===== src/rtl/pmbus_cmd_pkg.sv =====
package pmbus_cmd_pkg;

  // ======================================================
  // Command codes
  localparam logic [7:0] CMD_TEMP_STATUS = 8'h7d;
  localparam logic [7:0] CMD_COMM_STATUS = 8'h7e;
  localparam logic [7:0] CMD_VENDOR_STATUS = 8'h80;
  localparam logic [7:0] CMD_VOUT_READ = 8'h8b;
  localparam logic [7:0] CMD_IOUT_READ = 8'h8c;
  localparam logic [7:0] CMD_TEMP_READ = 8'h8d;
  localparam logic [7:0] CMD_PROTO_REV = 8'h98;
  localparam logic [7:0] CMD_DEV_CODE = 8'had;
  localparam logic [7:0] CMD_DEV_REV = 8'hae;
  localparam logic [7:0] CMD_SCRATCH = 8'hd0;
  localparam logic [7:0] CMD_REF_TRIM = 8'hd4;
  localparam logic [7:0] CMD_MARGIN_HIGH = 8'hd5;
  localparam logic [7:0] CMD_MARGIN_LOW = 8'hd6;
  localparam logic [7:0] CMD_LIMIT_PCT = 8'hd7;
  localparam logic [7:0] CMD_USER_OPT = 8'he5;
  localparam logic [7:0] CMD_MISC_OPT = 8'hf0;

  // ======================================================
  // Reset and restore values
  localparam logic [15:0] SCRATCH_RST = 16'h0000;
  localparam logic [15:0] TRIM_RST = 16'h0000;
  localparam logic [7:0] LIMIT_RST = 8'h00;
  localparam logic [15:0] USER_OPT_RST = 16'h0084;
  localparam logic [15:0] MISC_OPT_RST = 16'h0013;
  localparam logic [15:0] HIGH_STEP_OPT0 = 16'h0009;
  localparam logic [15:0] HIGH_STEP_OPT1 = 16'h000f;
  localparam logic [15:0] LOW_STEP_OPT0 = 16'hfff7;
  localparam logic [15:0] LOW_STEP_OPT1 = 16'hfff1;
  localparam logic [7:0] STATUS_RST = 8'h00;
  localparam logic [15:0] WORD_ZERO = 16'h0000;
  localparam logic [7:0] BYTE_ZERO = 8'h00;

  // ======================================================
  // Framing
  localparam int BYTE_W = 8;
  localparam logic [7:0] BLOCK_COUNT = 8'h02;
  localparam logic [1:0] IDX_FIRST = 2'h0;
  localparam logic [1:0] IDX_SECOND = 2'h1;
  localparam logic [1:0] IDX_THIRD = 2'h2;
  localparam logic [1:0] LEN_BYTE = 2'h1;
  localparam logic [1:0] LEN_WORD = 2'h2;
  localparam int COMM_BAD_CMD = 7;
  localparam int COMM_BAD_DATA = 6;
  localparam logic [1:0] RESTORE_WAIT = 2'h3;
  localparam logic [1:0] RESTORE_LAST = 2'h1;
  localparam logic [1:0] RESTORE_DONE = 2'h0;

  // ======================================================
  // Types
  typedef enum logic [2:0] {
    KIND_NONE, KIND_RO_BYTE, KIND_RO_WORD, KIND_RO_BLOCK, KIND_RW_BYTE, KIND_RW_WORD
  } cmd_kind_t;

  typedef enum logic [1:0] {MARGIN_OFF, MARGIN_LOW, MARGIN_HIGH, MARGIN_BAD} margin_sel_t;

  typedef struct packed {
    logic [7:0] code;
    logic write;
    logic [1:0] byte_idx;
    logic [1:0] wr_len;
    logic [15:0] wdata;
  } cmd_req_t;

  typedef struct packed {
    logic [7:0] data;
    logic ack;
    logic last;
  } cmd_rsp_t;

  typedef struct packed {
    logic [15:0] ref_trim;
    logic [15:0] margin_high;
    logic [15:0] margin_low;
    logic [7:0] limit_pct;
    logic [15:0] user_opt;
    logic [15:0] misc_opt;
  } cfg_t;

  // ======================================================
  // Functions
  function automatic cmd_kind_t kind_of(input logic [7:0] code);
    case (code)
      CMD_TEMP_STATUS, CMD_COMM_STATUS, CMD_VENDOR_STATUS, CMD_PROTO_REV: kind_of = KIND_RO_BYTE;
      CMD_VOUT_READ, CMD_IOUT_READ, CMD_TEMP_READ: kind_of = KIND_RO_WORD;
      CMD_DEV_CODE, CMD_DEV_REV: kind_of = KIND_RO_BLOCK;
      CMD_LIMIT_PCT: kind_of = KIND_RW_BYTE;
      CMD_SCRATCH, CMD_REF_TRIM, CMD_MARGIN_HIGH, CMD_MARGIN_LOW,
      CMD_USER_OPT, CMD_MISC_OPT: kind_of = KIND_RW_WORD;
      default: kind_of = KIND_NONE;
    endcase
  endfunction

  // Two's complement wrap is intended; offsets may be negative
  function automatic logic [15:0] add16(input logic [15:0] a, input logic [15:0] b);
    logic [16:0] s;
    s = {1'b0, a} + {1'b0, b};
    add16 = s[15:0];
  endfunction

endpackage


===== src/rtl/bit_sync.sv =====
`timescale 1ns/1ps
module bit_sync #(
  parameter int W = 2
) (
  input wire logic sys_clk,
  input wire logic rst,
  input wire logic [W-1:0] d,
  output logic [W-1:0] q
);
  logic [W-1:0] meta_ff;
  logic [W-1:0] q_ff;

  always_ff @(posedge sys_clk or posedge rst) begin
    if (rst) begin
      meta_ff <= '0;
      q_ff <= '0;
    end else begin
      meta_ff <= d;
      q_ff <= meta_ff;
    end
  end

  assign q = q_ff;
endmodule // bit_sync


===== src/rtl/read_byte_select.sv =====
`timescale 1ns/1ps
module read_byte_select (
  input wire pmbus_cmd_pkg::cmd_kind_t kind,
  input wire logic [1:0] idx,
  input wire logic [15:0] value,
  output logic [7:0] data,
  output logic ok,
  output logic last
);
  localparam int BW = pmbus_cmd_pkg::BYTE_W;

  always_comb begin
    data = pmbus_cmd_pkg::BYTE_ZERO;
    ok = 1'b0;
    last = 1'b1;
    unique case (kind)
      pmbus_cmd_pkg::KIND_RO_BYTE, pmbus_cmd_pkg::KIND_RW_BYTE: begin
        ok = (idx == pmbus_cmd_pkg::IDX_FIRST);
        data = value[BW-1:0];
      end
      pmbus_cmd_pkg::KIND_RO_WORD, pmbus_cmd_pkg::KIND_RW_WORD: begin
        // Low byte first, then high byte
        ok = (idx == pmbus_cmd_pkg::IDX_FIRST) || (idx == pmbus_cmd_pkg::IDX_SECOND);
        last = (idx == pmbus_cmd_pkg::IDX_SECOND);
        data = (idx == pmbus_cmd_pkg::IDX_FIRST) ? value[BW-1:0] : value[2*BW-1:BW];
      end
      pmbus_cmd_pkg::KIND_RO_BLOCK: begin
        ok = (idx != 2'h3);
        last = (idx == pmbus_cmd_pkg::IDX_THIRD);
        if (idx == pmbus_cmd_pkg::IDX_FIRST) begin
          data = pmbus_cmd_pkg::BLOCK_COUNT;
        end else if (idx == pmbus_cmd_pkg::IDX_SECOND) begin
          data = value[BW-1:0];
        end else begin
          data = value[2*BW-1:BW];
        end
      end
      pmbus_cmd_pkg::KIND_NONE: begin
        ok = 1'b0;
      end
    endcase
  end
endmodule // read_byte_select


===== src/rtl/pmbus_status_telemetry_cmds.sv =====
`timescale 1ns/1ps
// Function
// - Code 7Dh returns one temperature fault and warning status byte
// - Code 7Eh returns one serial communication fault status byte
// - Code 80h returns internal overtemperature and address-detect fault byte
// - Code 8Bh returns measured output voltage, read only
// - Code 8Ch returns measured output current, read only
// - Code 8Dh returns measured die temperature, read only
// - Code 98h returns a fixed protocol revision byte
// - Code ADh block read: count 2, device code low then high
// - Code AEh block read: count 2, revision low then high
// - Code D4h offsets error amp reference, default zero
// - Code D5h raises reference; restore value chosen by high-step pin
// - Code D6h lowers reference; restore value chosen by low-step pin
// - Code D7h sets good, under and over voltage limit percentages, default 00h
// - Code E5h user options, default 0084h
// - Code F0h miscellaneous options, default 0013h
// - Writes to read-only commands are discarded, contents unchanged
module pmbus_status_telemetry_cmds #(
  // Arbitrary value
  parameter logic [15:0] DEVICE_CODE = 16'h5a01,
  // Arbitrary value
  parameter logic [15:0] DEVICE_REV = 16'h0102,
  // Arbitrary value
  parameter logic [7:0] PROTO_REV = 8'h11
) (
  input wire logic sys_clk,
  input wire logic rst,
  input wire logic req_valid,
  input wire pmbus_cmd_pkg::cmd_req_t req,
  output logic req_ready,
  output logic rsp_valid,
  output pmbus_cmd_pkg::cmd_rsp_t rsp,
  input wire logic [7:0] comm_fault_event,
  input wire logic clear_faults,
  input wire logic [7:0] temp_status_in,
  input wire logic [7:0] vendor_status_in,
  input wire logic [15:0] vout_meas,
  input wire logic [15:0] iout_meas,
  input wire logic [15:0] temp_meas,
  input wire logic high_step_pin_option,
  input wire logic low_step_pin_option,
  input wire logic [15:0] nominal_ref,
  input wire pmbus_cmd_pkg::margin_sel_t margin_sel,
  output pmbus_cmd_pkg::cfg_t cfg,
  output logic [15:0] error_amp_reference
);

  // ======================================================
  // Pin options and restore sequence
  logic [1:0] pin_sync;
  logic high_opt;
  logic low_opt;
  logic [1:0] restore_cnt_ff;
  logic restoring;
  logic restore_load;

  bit_sync #(.W(2)) u_pin_sync (
    .sys_clk(sys_clk),
    .rst(rst),
    .d({high_step_pin_option, low_step_pin_option}),
    .q(pin_sync)
  );

  assign high_opt = pin_sync[1];
  assign low_opt = pin_sync[0];

  // Straps are caught only after the synchroniser has settled past reset
  always_ff @(posedge sys_clk or posedge rst) begin
    if (rst) begin
      restore_cnt_ff <= pmbus_cmd_pkg::RESTORE_WAIT;
    end else if (restore_cnt_ff != pmbus_cmd_pkg::RESTORE_DONE) begin
      restore_cnt_ff <= restore_cnt_ff - pmbus_cmd_pkg::RESTORE_LAST;
    end
  end

  assign restoring = (restore_cnt_ff != pmbus_cmd_pkg::RESTORE_DONE);
  assign restore_load = (restore_cnt_ff == pmbus_cmd_pkg::RESTORE_LAST);

  // ======================================================
  // Request decode
  pmbus_cmd_pkg::cmd_kind_t kind;
  logic take;
  logic rd_take;
  logic wr_take;
  logic kind_ro;
  logic kind_rw;
  logic len_ok;
  logic wr_accept;
  logic bad_cmd;
  logic bad_data;

  // Stalled during restore so no write races the strap load
  assign req_ready = ~restoring;
  assign take = req_valid & req_ready;
  assign kind = pmbus_cmd_pkg::kind_of(req.code);
  assign rd_take = take & ~req.write;
  assign wr_take = take & req.write;
  assign kind_ro = (kind == pmbus_cmd_pkg::KIND_RO_BYTE) || (kind == pmbus_cmd_pkg::KIND_RO_WORD)
                   || (kind == pmbus_cmd_pkg::KIND_RO_BLOCK);
  assign kind_rw = (kind == pmbus_cmd_pkg::KIND_RW_BYTE) || (kind == pmbus_cmd_pkg::KIND_RW_WORD);
  assign len_ok = ((kind == pmbus_cmd_pkg::KIND_RW_BYTE) && (req.wr_len == pmbus_cmd_pkg::LEN_BYTE))
                  || ((kind == pmbus_cmd_pkg::KIND_RW_WORD) && (req.wr_len == pmbus_cmd_pkg::LEN_WORD));
  assign wr_accept = wr_take & kind_rw & len_ok;
  assign bad_cmd = take & ((kind == pmbus_cmd_pkg::KIND_NONE) | (req.write & kind_ro));
  assign bad_data = wr_take & kind_rw & ~len_ok;

  function automatic logic wr_hit(input logic [7:0] code, input logic [7:0] target,
                                  input logic accept);
    wr_hit = accept && (code == target);
  endfunction

  // ======================================================
  // Writable registers
  logic [15:0] scratch_ff;
  logic [15:0] trim_ff;
  logic [15:0] high_step_ff;
  logic [15:0] low_step_ff;
  logic [7:0] limit_ff;
  logic [15:0] user_opt_ff;
  logic [15:0] misc_opt_ff;

  always_ff @(posedge sys_clk or posedge rst) begin
    if (rst) begin
      scratch_ff <= pmbus_cmd_pkg::SCRATCH_RST;
    end else if (wr_hit(req.code, pmbus_cmd_pkg::CMD_SCRATCH, wr_accept)) begin
      scratch_ff <= req.wdata;
    end
  end

  always_ff @(posedge sys_clk or posedge rst) begin
    if (rst) begin
      trim_ff <= pmbus_cmd_pkg::TRIM_RST;
    end else if (wr_hit(req.code, pmbus_cmd_pkg::CMD_REF_TRIM, wr_accept)) begin
      trim_ff <= req.wdata;
    end
  end

  always_ff @(posedge sys_clk or posedge rst) begin
    if (rst) begin
      high_step_ff <= pmbus_cmd_pkg::HIGH_STEP_OPT0;
    end else if (restore_load) begin
      high_step_ff <= high_opt ? pmbus_cmd_pkg::HIGH_STEP_OPT1 : pmbus_cmd_pkg::HIGH_STEP_OPT0;
    end else if (wr_hit(req.code, pmbus_cmd_pkg::CMD_MARGIN_HIGH, wr_accept)) begin
      high_step_ff <= req.wdata;
    end
  end

  always_ff @(posedge sys_clk or posedge rst) begin
    if (rst) begin
      low_step_ff <= pmbus_cmd_pkg::LOW_STEP_OPT0;
    end else if (restore_load) begin
      low_step_ff <= low_opt ? pmbus_cmd_pkg::LOW_STEP_OPT1 : pmbus_cmd_pkg::LOW_STEP_OPT0;
    end else if (wr_hit(req.code, pmbus_cmd_pkg::CMD_MARGIN_LOW, wr_accept)) begin
      low_step_ff <= req.wdata;
    end
  end

  always_ff @(posedge sys_clk or posedge rst) begin
    if (rst) begin
      limit_ff <= pmbus_cmd_pkg::LIMIT_RST;
    end else if (wr_hit(req.code, pmbus_cmd_pkg::CMD_LIMIT_PCT, wr_accept)) begin
      limit_ff <= req.wdata[pmbus_cmd_pkg::BYTE_W-1:0];
    end
  end

  always_ff @(posedge sys_clk or posedge rst) begin
    if (rst) begin
      user_opt_ff <= pmbus_cmd_pkg::USER_OPT_RST;
      misc_opt_ff <= pmbus_cmd_pkg::MISC_OPT_RST;
    end else begin
      if (wr_hit(req.code, pmbus_cmd_pkg::CMD_USER_OPT, wr_accept)) begin
        user_opt_ff <= req.wdata;
      end
      if (wr_hit(req.code, pmbus_cmd_pkg::CMD_MISC_OPT, wr_accept)) begin
        misc_opt_ff <= req.wdata;
      end
    end
  end

  assign cfg = '{ref_trim: trim_ff, margin_high: high_step_ff, margin_low: low_step_ff,
                 limit_pct: limit_ff, user_opt: user_opt_ff, misc_opt: misc_opt_ff};

  // ======================================================
  // Error amp reference
  logic [15:0] step_sel;
  logic [15:0] ref_sum;
  logic [15:0] err_ref_ff;

  // Low step is stored negative, so both margins add
  always_comb begin
    step_sel = pmbus_cmd_pkg::WORD_ZERO;
    unique case (margin_sel)
      pmbus_cmd_pkg::MARGIN_HIGH: step_sel = high_step_ff;
      pmbus_cmd_pkg::MARGIN_LOW: step_sel = low_step_ff;
      pmbus_cmd_pkg::MARGIN_OFF, pmbus_cmd_pkg::MARGIN_BAD: step_sel = pmbus_cmd_pkg::WORD_ZERO;
    endcase
  end

  assign ref_sum = pmbus_cmd_pkg::add16(pmbus_cmd_pkg::add16(nominal_ref, trim_ff), step_sel);

  always_ff @(posedge sys_clk or posedge rst) begin
    if (rst) begin
      err_ref_ff <= pmbus_cmd_pkg::WORD_ZERO;
    end else begin
      err_ref_ff <= ref_sum;
    end
  end

  assign error_amp_reference = err_ref_ff;

  // ======================================================
  // Communication fault status
  logic [7:0] comm_ff;
  logic [7:0] comm_set;

  always_comb begin
    comm_set = comm_fault_event;
    comm_set[pmbus_cmd_pkg::COMM_BAD_CMD] = comm_fault_event[pmbus_cmd_pkg::COMM_BAD_CMD] | bad_cmd;
    comm_set[pmbus_cmd_pkg::COMM_BAD_DATA] = comm_fault_event[pmbus_cmd_pkg::COMM_BAD_DATA]
                                             | bad_data;
  end

  always_ff @(posedge sys_clk or posedge rst) begin
    if (rst) begin
      comm_ff <= pmbus_cmd_pkg::STATUS_RST;
    end else begin
      comm_ff <= (clear_faults ? pmbus_cmd_pkg::STATUS_RST : comm_ff) | comm_set;
    end
  end

  // ======================================================
  // Read path
  logic [15:0] cur_value;
  logic [15:0] snap_ff;
  logic [15:0] sel_value;
  logic [7:0] sel_data;
  logic sel_ok;
  logic sel_last;
  logic rsp_valid_ff;
  pmbus_cmd_pkg::cmd_rsp_t rsp_ff;

  always_comb begin
    cur_value = pmbus_cmd_pkg::WORD_ZERO;
    case (req.code)
      pmbus_cmd_pkg::CMD_TEMP_STATUS: cur_value = {pmbus_cmd_pkg::BYTE_ZERO, temp_status_in};
      pmbus_cmd_pkg::CMD_COMM_STATUS: cur_value = {pmbus_cmd_pkg::BYTE_ZERO, comm_ff};
      pmbus_cmd_pkg::CMD_VENDOR_STATUS: cur_value = {pmbus_cmd_pkg::BYTE_ZERO, vendor_status_in};
      pmbus_cmd_pkg::CMD_VOUT_READ: cur_value = vout_meas;
      pmbus_cmd_pkg::CMD_IOUT_READ: cur_value = iout_meas;
      pmbus_cmd_pkg::CMD_TEMP_READ: cur_value = temp_meas;
      pmbus_cmd_pkg::CMD_PROTO_REV: cur_value = {pmbus_cmd_pkg::BYTE_ZERO, PROTO_REV};
      pmbus_cmd_pkg::CMD_DEV_CODE: cur_value = DEVICE_CODE;
      pmbus_cmd_pkg::CMD_DEV_REV: cur_value = DEVICE_REV;
      pmbus_cmd_pkg::CMD_SCRATCH: cur_value = scratch_ff;
      pmbus_cmd_pkg::CMD_REF_TRIM: cur_value = trim_ff;
      pmbus_cmd_pkg::CMD_MARGIN_HIGH: cur_value = high_step_ff;
      pmbus_cmd_pkg::CMD_MARGIN_LOW: cur_value = low_step_ff;
      pmbus_cmd_pkg::CMD_LIMIT_PCT: cur_value = {pmbus_cmd_pkg::BYTE_ZERO, limit_ff};
      pmbus_cmd_pkg::CMD_USER_OPT: cur_value = user_opt_ff;
      pmbus_cmd_pkg::CMD_MISC_OPT: cur_value = misc_opt_ff;
      default: cur_value = pmbus_cmd_pkg::WORD_ZERO;
    endcase
  end

  // Snapshot on the first byte so a live reading cannot tear between bytes
  always_ff @(posedge sys_clk or posedge rst) begin
    if (rst) begin
      snap_ff <= pmbus_cmd_pkg::WORD_ZERO;
    end else if (rd_take && (req.byte_idx == pmbus_cmd_pkg::IDX_FIRST)) begin
      snap_ff <= cur_value;
    end
  end

  assign sel_value = (req.byte_idx == pmbus_cmd_pkg::IDX_FIRST) ? cur_value : snap_ff;

  read_byte_select u_sel (
    .kind(kind),
    .idx(req.byte_idx),
    .value(sel_value),
    .data(sel_data),
    .ok(sel_ok),
    .last(sel_last)
  );

  always_ff @(posedge sys_clk or posedge rst) begin
    if (rst) begin
      rsp_valid_ff <= 1'b0;
      rsp_ff <= '0;
    end else begin
      rsp_valid_ff <= take;
      if (rd_take) begin
        rsp_ff <= '{data: sel_data, ack: sel_ok, last: sel_last};
      end else if (wr_take) begin
        // Refused write answered with no acknowledge
        rsp_ff <= '{data: pmbus_cmd_pkg::BYTE_ZERO, ack: wr_accept, last: 1'b1};
      end
    end
  end

  assign rsp_valid = rsp_valid_ff;
  assign rsp = rsp_ff;

  logic rd_first;
  logic [15:0] wdata_w;
  assign rd_first = rd_take && (req.byte_idx == pmbus_cmd_pkg::IDX_FIRST);
  assign wdata_w = req.wdata;
endmodule // pmbus_status_telemetry_cmds


===== config.mk =====
export PLATFORM = sky130hd
export DESIGN_NAME = pmbus_status_telemetry_cmds
export DESIGN_NICKNAME = d
export VERILOG_FILES = /design/src/rtl/pmbus_cmd_pkg.sv /design/src/rtl/bit_sync.sv /design/src/rtl/read_byte_select.sv /design/src/rtl/pmbus_status_telemetry_cmds.sv
export SDC_FILE = /design/constraint.sdc
export NUM_CORES = 1
export LEC_CHECK = 0
export ABC_CLOCK_PERIOD_IN_PS = 6600
export CAP_MARGIN = 20
export CORE_ASPECT_RATIO = 0.7
export CORE_MARGIN = 5
export CORE_UTILIZATION = 55
export DETAILED_ROUTE_END_ITERATION = 10
export DONT_BUFFER_PORTS = 1
export PLACE_DENSITY_LB_ADDON = 0.05
export SLEW_MARGIN = 20
export SYNTH_ARGS = -nofsm -noshare
export SYNTH_HDL_FRONTEND = slang
export SYNTH_SLANG_ARGS = --single-unit

===== constraint.sdc =====
create_clock -name sys_clk -period 6.6 [get_ports sys_clk]
set_input_delay 0.99 -clock sys_clk [delete_from_list [all_inputs] [get_ports sys_clk]]
set_output_delay 0.99 -clock sys_clk [all_outputs]
set_load 0.01 [all_outputs]

# Word-level counts from Yosys, hierarchy flattened
# Index checks and enable logic that the tools add are counted.
[totals]
ff_bits = 161
input_bits = 125
out_inout_bits = 116
wordCells = 113
[classes]
addsub = 3
eq_ne = 30
muxes = 19
bitwise = 15
n_reduce_logical = 29
[ops]
columns = ["operator", "n"]
rows = [
  ["16-bit one-hot mux with 16 select lines", 1],
  ["8-bit equality test (second input constant)", 14],
  ["16-bit 2-to-1 mux", 5],
  ["16-bit one-hot mux with 3 select lines", 1],
  ["16-bit adder", 2],
  ["8-bit 2-to-1 mux", 4],
  ["8-bit one-hot mux with 3 select lines", 1],
  ["10-bit 2-to-1 mux", 2],
  ["8-bit by 7-bit equality test with 1-bit output (second input constant)", 2],
  ["3-bit one-hot mux with 5 select lines", 1],
  ["1-bit logical AND", 10],
  ["1-bit AND", 8],
  ["2-bit by 1-bit equality test with 1-bit output (second input constant)", 4],
  ["2-bit equality test (second input constant)", 4],
  ["8-bit OR", 1],
  ["2-bit nonzero test", 4],
  ["2-bit OR reduction", 4],
  ["3-bit by 2-bit equality test with 1-bit output (second input constant)", 2],
  ["3-bit equality test (second input constant)", 2],
  ["3-bit 2-to-1 mux", 2],
  ["6-bit OR reduction", 1],
  ["1-bit logical OR", 5],
  ["2-bit logical NOT", 2],
  ["1-bit one-hot mux with 4 select lines", 1],
  ["other kinds (9)", 13],
]

# Longest topological paths before layout
# Gate-level depths: netlist of the first run.
[depth]
depth_word = 11
depth_mapped = 15
depth_no_buf = 13

# Cells and area by module
# From an unflattened synthesis of the first run, not the netlist that was laid out.
[unflattened]
hier_cells = 949
hier_area_um2 = 9831.9
[modules_own_cells]
columns = ["mod", "instances", "cells_each", "area_per_inst_um2", "seq_area_each_um2"]
rows = [
  ["pmbus_status_telemetry_cmds", 1, 860, 9145.0, 3958.8],
  ["read_byte_select", 1, 84, 583.1, 0.0],
  ["bit_sync", 1, 5, 103.8, 100.1],
]

# Worst setup path after synthesis of the first run
# Ideal clock, no wire load.
[synth_path]
kind = "input to register"
start = "input port margin_sel[1]"
end = "register err_ref_ff[15] (netlist: error_amp_reference[15])"
setup_ns = 0.094
arrival_ns = 3.693
required_time_ns = 6.506
slack_ns = 2.813
cell_stages = 14
n_path_buf = 2
cell_sequence = "nor2b_1 > clkbuf_1 > clkbuf_1 > a22o_1 > fa_1 > ha_1 > inv_1 > fa_1 > nor2b_1 > o31ai_1 > a211o_1 > nand3_1 > nand2_1 > a211oi_1"
[synth_via]
elab_chain_cells = 4
elab_cells_between_ends = 7
cone_classes = "1 x add/sub; 3 x eq/ne; 1 x mux; 2 x reduce/logical"
[synth_lines]
columns = ["element", "line_no", "rtl"]
rows = [
  ["start: declaration", "pmbus_status_telemetry_cmds.sv:44", "input wire pmbus_cmd_pkg::margin_sel_t margin_sel,"],
  ["2-bit equality test or 2-bit logical NOT (tied branches)", "pmbus_status_telemetry_cmds.sv:193", "unique case (margin_sel)"],
  ["2-bit OR reduction", "pmbus_status_telemetry_cmds.sv:193", ""],
  ["16-bit one-hot mux with 3 select lines *", "pmbus_status_telemetry_cmds.sv:193", ""],
  ["16-bit adder *", "pmbus_cmd_pkg.sv:100", "s = {1'b0, a} + {1'b0, b};"],
  ["via ref_sum[15]", "pmbus_status_telemetry_cmds.sv:187", "logic [15:0] ref_sum;"],
  ["end signal: assignment", "pmbus_status_telemetry_cmds.sv:204", "err_ref_ff <= pmbus_cmd_pkg::WORD_ZERO;"],
  ["end signal: assignment", "pmbus_status_telemetry_cmds.sv:206", "err_ref_ff <= ref_sum;"],
  ["end: declaration", "pmbus_status_telemetry_cmds.sv:188", "logic [15:0] err_ref_ff;"],
]
# The timed path passes the listed nets; every way through them passes the cells marked *.
# A chain may end at the register's enable or synchronous reset.

# Worst setup path after layout of the first run
# Ends and elaborated chain as after synthesis.

==> impl_metrics.csv, run 1 <==
group,metric,value,unit
global_routing,grt_max_degree,99,
logic_synthesis,syn_avg_cell_area,10.9,um^2
pwr,seq_power_share,48.1,%
timing,setup_viol_count_final,0,
finish,drive_gt1_share,18.8,%
clocking,cts_hold_buf,0,
pwr,p_leak,4.64,nW
clocking,cts.sinks,161,
floorplan,start_util,56.3,%
floorplan,die_x,165,um
critical_path,start_kind,"input pin",
clocking,numCtsBuffers,17,
timing,finalClockSkew,0.00871,ns
finish,final_cell_mix,"dfrtp_1 (137), nand2_1 (79), mux2_2 (55)",
floorplan,coreArea,0.0164,mm^2
timing,fin_tns_setup,0,ns
logic_synthesis,synth_seq_area_share,43.8,%
timing,final-max-slew-violation-count,0,
finish,final_nets,984,
floorplan,die_height,119,um
clocking,cts_max_level,4,
timing,fin_crit,3.52,ns
route,drc_errors,0,
pwr,ir_drop,0.000142,V
timing,tightestPinTransition,1.09,ns
critical_path,slowest_delay,0.48,ns
finish,multiInputGateArea,0.00483,mm^2
finish,fin_cells,1065,
critical_path,cp-end-kind,"flop",
placed_design,gp_congestion,0.939,
pwr,p_int,1.65,mW
clocking,cts_buffer_depth,2,
finish,final_common_cell,"dfrtp_1",
finish,regArea,0.00406,mm^2
timing,hold_viol,0,
route,viasPerCell,6.97,
finish,fillers,1435,
floorplan,die_area,0.0196,mm^2
route,routedWlPerCell,29.3,um
pwr,combPwrFrac,5.0,%
logic_synthesis,synth-edff-count,0,
critical_path,cp.required,6.93,ns
critical_path,crit_path_cell_trace,"nor2b_1 -> buf_4 -> a22o_1 -> fa_1 -> ha_1 -> inv_1 -> fa_1 -> nor2b_1 -> o31ai_1 -> a211o_1 -> nand3_1 -> nand2_1 -> a211oi_1",
critical_path,cp_max_fo,16,
logic_synthesis,synthCells,850,
clocking,clk_latency,0.43,ns
clocking,cts-root-buf,"clkbuf_16",
critical_path,cp_num_buf_inv,2,
placed_design,hpwl,23.0,mm
pwr,p_per_area,214,mW/mm^2
logic_synthesis,synthFlopType,"dfrtp_1",
timing,maxSlewHeadroom,27.1,%
logic_synthesis,yosysWarningCount,0,
critical_path,crit_arrival,3.85,ns
route,vias,7421,
pwr,p_clk_share,46.8,%
global_routing,antenna_found_initial,1,
pwr,finalPower,2.12,mW
timing,max_freq,284,MHz
finish,post-route-util,60.4,%
logic_synthesis,synth_nets,1007,
status,status,"complete, no violations",
min_path,hold_path_class,"reg2reg",
route,drt_iter0_markers,918,
timing,period_share,53.3,%
critical_path,criticalPathCategory,"in2reg",
finish,antenna_cells,0,
logic_synthesis,ys_ff_latch,161,
global_routing,grt_pass1_wl,46.1,mm
clocking,post_cts_resized,0,
global_routing,grt_usage,31.5,%
route,drtPass1Iterations,5,
floorplan,row_count,39,
floorplan,ios,241,
logic_synthesis,ys_types,86,
route,final_antenna_net_count,0,
flow_run,cap_violations,0,
critical_path,cp_top_family,"adder cells",
placed_design,io_buffers,0,
placed_design,dp_cells,1033,
pwr,switching_share,22.3,%
global_routing,grt.overflow.total,0,
pwr,switchingPower,0.474,mW
timing,rsz0062_at_grt,"no",
critical_path,critPathSlowestCell,"fa_1",
finish,syn_to_final_growth,7.13,%
route,totalWireLength,31.2,mm
clocking,cts_setup_buffers,0,
clocking,clkTransAtPathRegs,0.06,ns
global_routing,grt_pass1_vias,7292,
logic_synthesis,syn-cell-area,0.00927,mm^2
logic_synthesis,async_flop_share,100,%
clocking,cts_tree,"yes",
## logic make-up (layout without fill, tap and decap cells)
group           Yosys count  in the layout  synth area share, %
simple gates            246            246                 15.0
xor+xnor                 14             14                 1.32
fa+ha+maj                32             32                 5.62
mux                      92             92                 11.9
buf+inv                  79             69                 4.13
compound gates          226            226                 18.2
flops                   161            161                 43.8
## final timing paths
check                           cells after the start                   from  slack, ns                       to
worst max-delay path                               13          margin_sel[1]       3.08  error_amp_reference[15]
worst min-delay path                                0  u_pin_sync.meta_ff[0]       0.36          u_pin_sync.q[0]
worst max register to register                     11        high_step_ff[1]       3.44  error_amp_reference[15]
worst min register to register                      0  u_pin_sync.meta_ff[0]       0.36          u_pin_sync.q[0]
max in group asynchronous                           2                    rst       4.58            scratch_ff[8]
min in group asynchronous                           1                    rst       0.62           scratch_ff[12]
## registers in the layout, indices dropped and copies added (netlist names), 8 cells and up
register / flops
comm_ff: 8
error_amp_reference: 16
high_step_ff: 16
limit_ff: 8
low_step_ff: 16
misc_opt_ff: 16
rsp: 10
scratch_ff: 16
snap_ff: 16
trim_ff: 16
user_opt_ff: 16
## final cells by class
type	count	share of cell area (%)
Timing Repair Buffer	10	0.756
Multi-Input combinational cell	610	48.6
Sequential cell	161	40.9
Clock buffer	26	4.73
Clock inverter	6	1.10
Inverter	27	1.07
Tap cell	225	2.84
## power groups by stage
stage	logic, mW	clock network, mW	registers [mW]
final	0.107	0.994	1.02
after global routing	0.120	1.05	1.02
after CTS	0.107	1.00	1.02
after detailed placement	0.106	0	1.04
after global placement	0.103	0	1.04
after floorplan	0.0933	0	1.04
## metal layers
metal / GRT usage (%) / part of all wire (%)
met1: 43.7 / 41
met2: 45.9 / 45
met3: 12.0 / 12
met4: 10.1 / 2.2
met5: 0 / 0.035
## worst register-to-register path, stage by stage (launching register included)
cell      delay, ns
dfrtp_1        0.51
a22o_1         0.28
fa_1           0.48
ha_1           0.19
inv_1          0.07
fa_1           0.46
nor2b_1        0.16
o31ai_1        0.13
a211o_1        0.33
nand3_1        0.16
nand2_1        0.11
a211oi_1       0.20
## per-stage QoR
stage | area [um^2] | worst slack (ns) | hold slack, ns
finish | 9930 | 3.08 | 0.357
global route | 9930 | 2.96 | 0.373
CTS | 9930 | 3.13 | 0.356
detailed placement | 9350 | 2.69 | 0.343
global placement | 9350 | 2.76 | 0.339
floorplan | 9270 | 1.30 | 0.331
## synth_stat cells, types with 3 or more instances
cell type / instances / area, um^2
nand2_1: 79 / 297
dfrtp_1: 137 / 3430
buf_6: 7 / 78.8
nor3_1: 17 / 85.1
inv_1: 27 / 101
a211o_1: 8 / 70.1
a221oi_1: 11 / 96.3
a31oi_1: 5 / 31.3
clkbuf_1: 27 / 101
nand4b_1: 3 / 26.3
dfstp_2: 24 / 631
o21ai_0: 26 / 130
o21ai_1: 3 / 15.0
buf_4: 5 / 37.5
a22o_1: 20 / 175
a22oi_1: 48 / 360
and4_1: 6 / 52.6
fa_1: 16 / 320
nand4_1: 4 / 25.0
o211ai_1: 4 / 30.0
mux2_4: 20 / 300
nand2b_1: 6 / 37.5
a21oi_1: 30 / 150
mux2i_1: 16 / 160
a222oi_1: 9 / 90.1
a21o_1: 14 / 105
o21a_1: 4 / 30.0
nand3_1: 11 / 55.1
nor2b_1: 13 / 81.3
xnor2_1: 13 / 114
a211oi_1: 11 / 82.6
and2_1: 5 / 31.3
buf_2: 12 / 60.1
ha_1: 16 / 200
mux2_2: 55 / 619
and4b_1: 5 / 50.1
and3_1: 22 / 138
nor2_1: 36 / 135
nand3b_1: 13 / 97.6
(Power assumes the default switching activity.)
==> run 2: changes to the inputs <==
- ABC_AREA: not set -> 1
- ABC_CLOCK_PERIOD_IN_PS: 6600 -> 3590
- clock period: 6.6 -> 3.59 ns (I/O delays scaled with it)
==> impl_metrics.csv, run 2 <==
group,metric,value,unit
min_path,hold_path_class,"in2reg",
floorplan,ios,241,
pwr,ir_drop,0.000253,V
global_routing,grt_usage,30.9,%
floorplan,die_height,117,um
clocking,cts_tree,"yes",
placed_design,io_buffers,0,
floorplan,coreArea,0.0162,mm^2
logic_synthesis,synth_nets,1315,
timing,tightestPinTransition,0.852,ns
finish,post-route-util,60.8,%
timing,fin_tns_setup,0,ns
timing,hold_viol,0,
global_routing,antenna_found_initial,0,
route,vias,8091,
finish,antenna_cells,0,
logic_synthesis,synth-edff-count,0,
timing,rsz0062_at_grt,"no",
global_routing,grt_util_met1,44.8,%
logic_synthesis,ys_ff_latch,161,
floorplan,die_area,0.0192,mm^2
clocking,numCtsBuffers,17,
global_routing,grt_pass1_vias,7847,
critical_path,critPathSlowestCell,"dfstp_2",
finish,final_cell_mix,"nand2_1 (363), dfrtp_1 (137), inv_1 (122)",
logic_synthesis,ys_types,44,
floorplan,die_x,163,um
timing,period_share,91.3,%
clocking,cts_buffer_depth,2,
finish,final_common_cell,"nand2_1",
logic_synthesis,synth_seq_area_share,44.9,%
critical_path,reg2reg_slack,0.31,ns
clocking,post_cts_resized,0,
timing,fin_crit,3.28,ns
pwr,seq_power_share,47.8,%
pwr,switchingPower,1.04,mW
floorplan,start_util,55.7,%
finish,fillers,1484,
route,final_antenna_net_count,0,
placed_design,gp_congestion,0.937,
finish,final_nets,1317,
pwr,p_int,3.05,mW
critical_path,start_kind,"flop",
placed_design,dpl_cell_area,0.00932,mm^2
finish,fin_area,0.00988,mm^2
route,routedWlPerCell,21.2,um
global_routing,grt.overflow.total,0,
critical_path,r2r_cells,16,
clocking,cts_max_level,4,
logic_synthesis,syn_avg_cell_area,7.81,um^2
critical_path,cp_max_fo,3,
critical_path,cp-end-kind,"flop",
critical_path,crit_path_cell_trace,"inv_1 -> o22ai_1 -> inv_1 -> fa_1 -> inv_1 -> ha_1 -> inv_1 -> fa_1 -> inv_1 -> a31oi_1 -> o21bai_1 -> nand3_1 -> nand2_1 -> nand2_1 -> nand2_1 -> xor2_1",
global_routing,grt_pass1_wl,45.3,mm
logic_synthesis,synth_top_cell_area_share,37.9,%
global_routing,use_met2,43.8,%
global_routing,grt_max_degree,123,
finish,syn_to_final_growth,9.25,%
route,drt_iter0_markers,841,
logic_synthesis,synthTopCellsByCount,"nand2_1 (363), dfrtp_1 (137), inv_1 (123)",
route,totalWireLength,29.6,mm
timing,setup_viol_count_final,0,
clocking,cts-root-buf,"clkbuf_16",
pwr,finalPower,4.09,mW
logic_synthesis,yosysWarningCount,0,
logic_synthesis,synth_area_leaders,"dfrtp_1 (38%), nand2_1 (15%), dfstp_2 (7.0%)",
critical_path,crit_arrival,3.63,ns
finish,drive_gt1_share,8.95,%
clocking,cts_hold_buf,0,
critical_path,slowest_delay,0.56,ns
logic_synthesis,async_flop_share,100,%
clocking,clk_latency,0.44,ns
floorplan,row_count,39,
finish,fin_cells,1398,
pwr,switching_share,25.4,%
timing,finalClockSkew,0.00585,ns
min_path,holdPathStages,0,
critical_path,crit_path_frequent_cell,"inv_1",
logic_synthesis,synth-simple-area-share,25.1,%
logic_synthesis,synth_top_family_by_area,"simple AND/OR/NAND/NOR gates",
placed_design,hpwl,22.8,mm
logic_synthesis,yosysMostFrequentCell,"nand2_1",
placed_design,dp_cells,1366,
logic_synthesis,yosys.area_share.adder,5.75,%
status,status,"complete, no violations",
pwr,combPwrFrac,8.4,%
logic_synthesis,synthFlopType,"dfrtp_1",
logic_synthesis,synth_xor_area_share,1.55,%
route,viasPerCell,5.79,
timing,max_freq,305,MHz
pwr,p_clk_share,43.9,%
logic_synthesis,synth-compound-area-share,15.3,%
global_routing,top_usage_layer,"met1",
route,drc_errors,0,
timing,maxSlewHeadroom,42.8,%
pwr,p_per_area,413,mW/mm^2
critical_path,cp.required,3.94,ns
logic_synthesis,synth_top_area_cell,"dfrtp_1",
logic_synthesis,synthCells,1158,
critical_path,criticalPathCategory,"reg2reg",
route,drtPass1Iterations,5,
clocking,cts.sinks,161,
flow_run,cap_violations,0,
logic_synthesis,syn-cell-area,0.00905,mm^2
clocking,cts_setup_buffers,0,
pwr,p_leak,5.08,nW
timing,final-max-slew-violation-count,0,
global_routing,grtUsageMet3,10.7,%
logic_synthesis,muxShareOfSynthArea,0,%
clocking,clkTransAtPathRegs,0.07,ns
-- run 2: cell types whose count changed in the layout (fill, tap and decap cells not counted), moves of 13 or more --
cell      delta
mux2_4      -20
o22ai_1     +24
a22o_1      -19
inv_1       +96
nor2_1      +39
o21ai_0     +86
nand2_1    +284
a22oi_1     -48
mux2i_1     -16
nand3_1     +29
and3_1      -21
o21ai_1     +15
mux2_2      -55
nand3b_1    -13
-- run 2: path summary, 6_finish.rpt --
| kind | endpoint | startpoint |
|---|---|---|
| min reg2reg | u_pin_sync.q[1] | u_pin_sync.meta_ff[1] |
| min | u_pin_sync.meta_ff[0] | low_step_pin_option |
| max | error_amp_reference[13] | high_step_ff[0] |
| min in group asynchronous | u_pin_sync.q[0] | rst |
| max reg2reg | error_amp_reference[13] | high_step_ff[0] |
| max in group asynchronous | comm_ff[6] | rst |
-- run 2: logic make-up after synthesis --
group           count (synthesis)
simple gates                  541
compound gates                239
buf+inv                       169
flops                         161
fa+ha+maj                      32
xor+xnor                       16
-- run 2: metal layers --
metal | up-vias | wire length, um | share of wire [%]
met1 | 3845 | 12900 | 43
met2 | 404 | 12500 | 42
met5 | - | 0 | 0
met3 | 61 | 3550 | 12
li1 | 3781 | - | -
met4 | 0 | 717 | 2.4
-- run 2: cell type report --
cell class / instances / area (um^2) / area share [%]
clock buffer: 22 / 454 / 4.60
clock inverter: 10 / 114 / 1.15
inverter: 132 / 502 / 5.08
multi-input combinational: 828 / 4310 / 43.6
sequential: 161 / 4060 / 41.1
tap: 225 / 282 / 2.85
timing repair buffer: 20 / 163 / 1.65
-- run 2: power by group through the flow --
stage | combinational (mW) | clock, mW | sequential (mW)
detailed placement | 0.337 | 0 | 1.99
finish | 0.342 | 1.79 | 1.95
global placement | 0.331 | 0 | 1.99
global route | 0.387 | 1.89 | 1.96
CTS | 0.340 | 1.81 | 1.95
floorplan | 0.253 | 0 | 1.97
-- run 2: per-stage QoR --
step,hold slack [ns],setup slack [ns]
5_1_grt,0.106,0.100
3_5_place_dp,0.343,0.0920
4_1_cts,0.114,0.384
3_3_place_gp,0.335,0.204
6_report,0.123,0.311
2_1_floorplan,0.331,0.285
-- run 2: critical path: cells and delay by family, from the launching register on --
kind	cells	cell delay [ns]
AO/OA/AOI/OAI	3	0.72
XOR/XNOR	1	0.18
adder cells (fa/ha/maj)	3	0.98
buffers and inverters	5	0.36
flip-flops	1	0.56
AND/OR/NAND/NOR	4	0.39
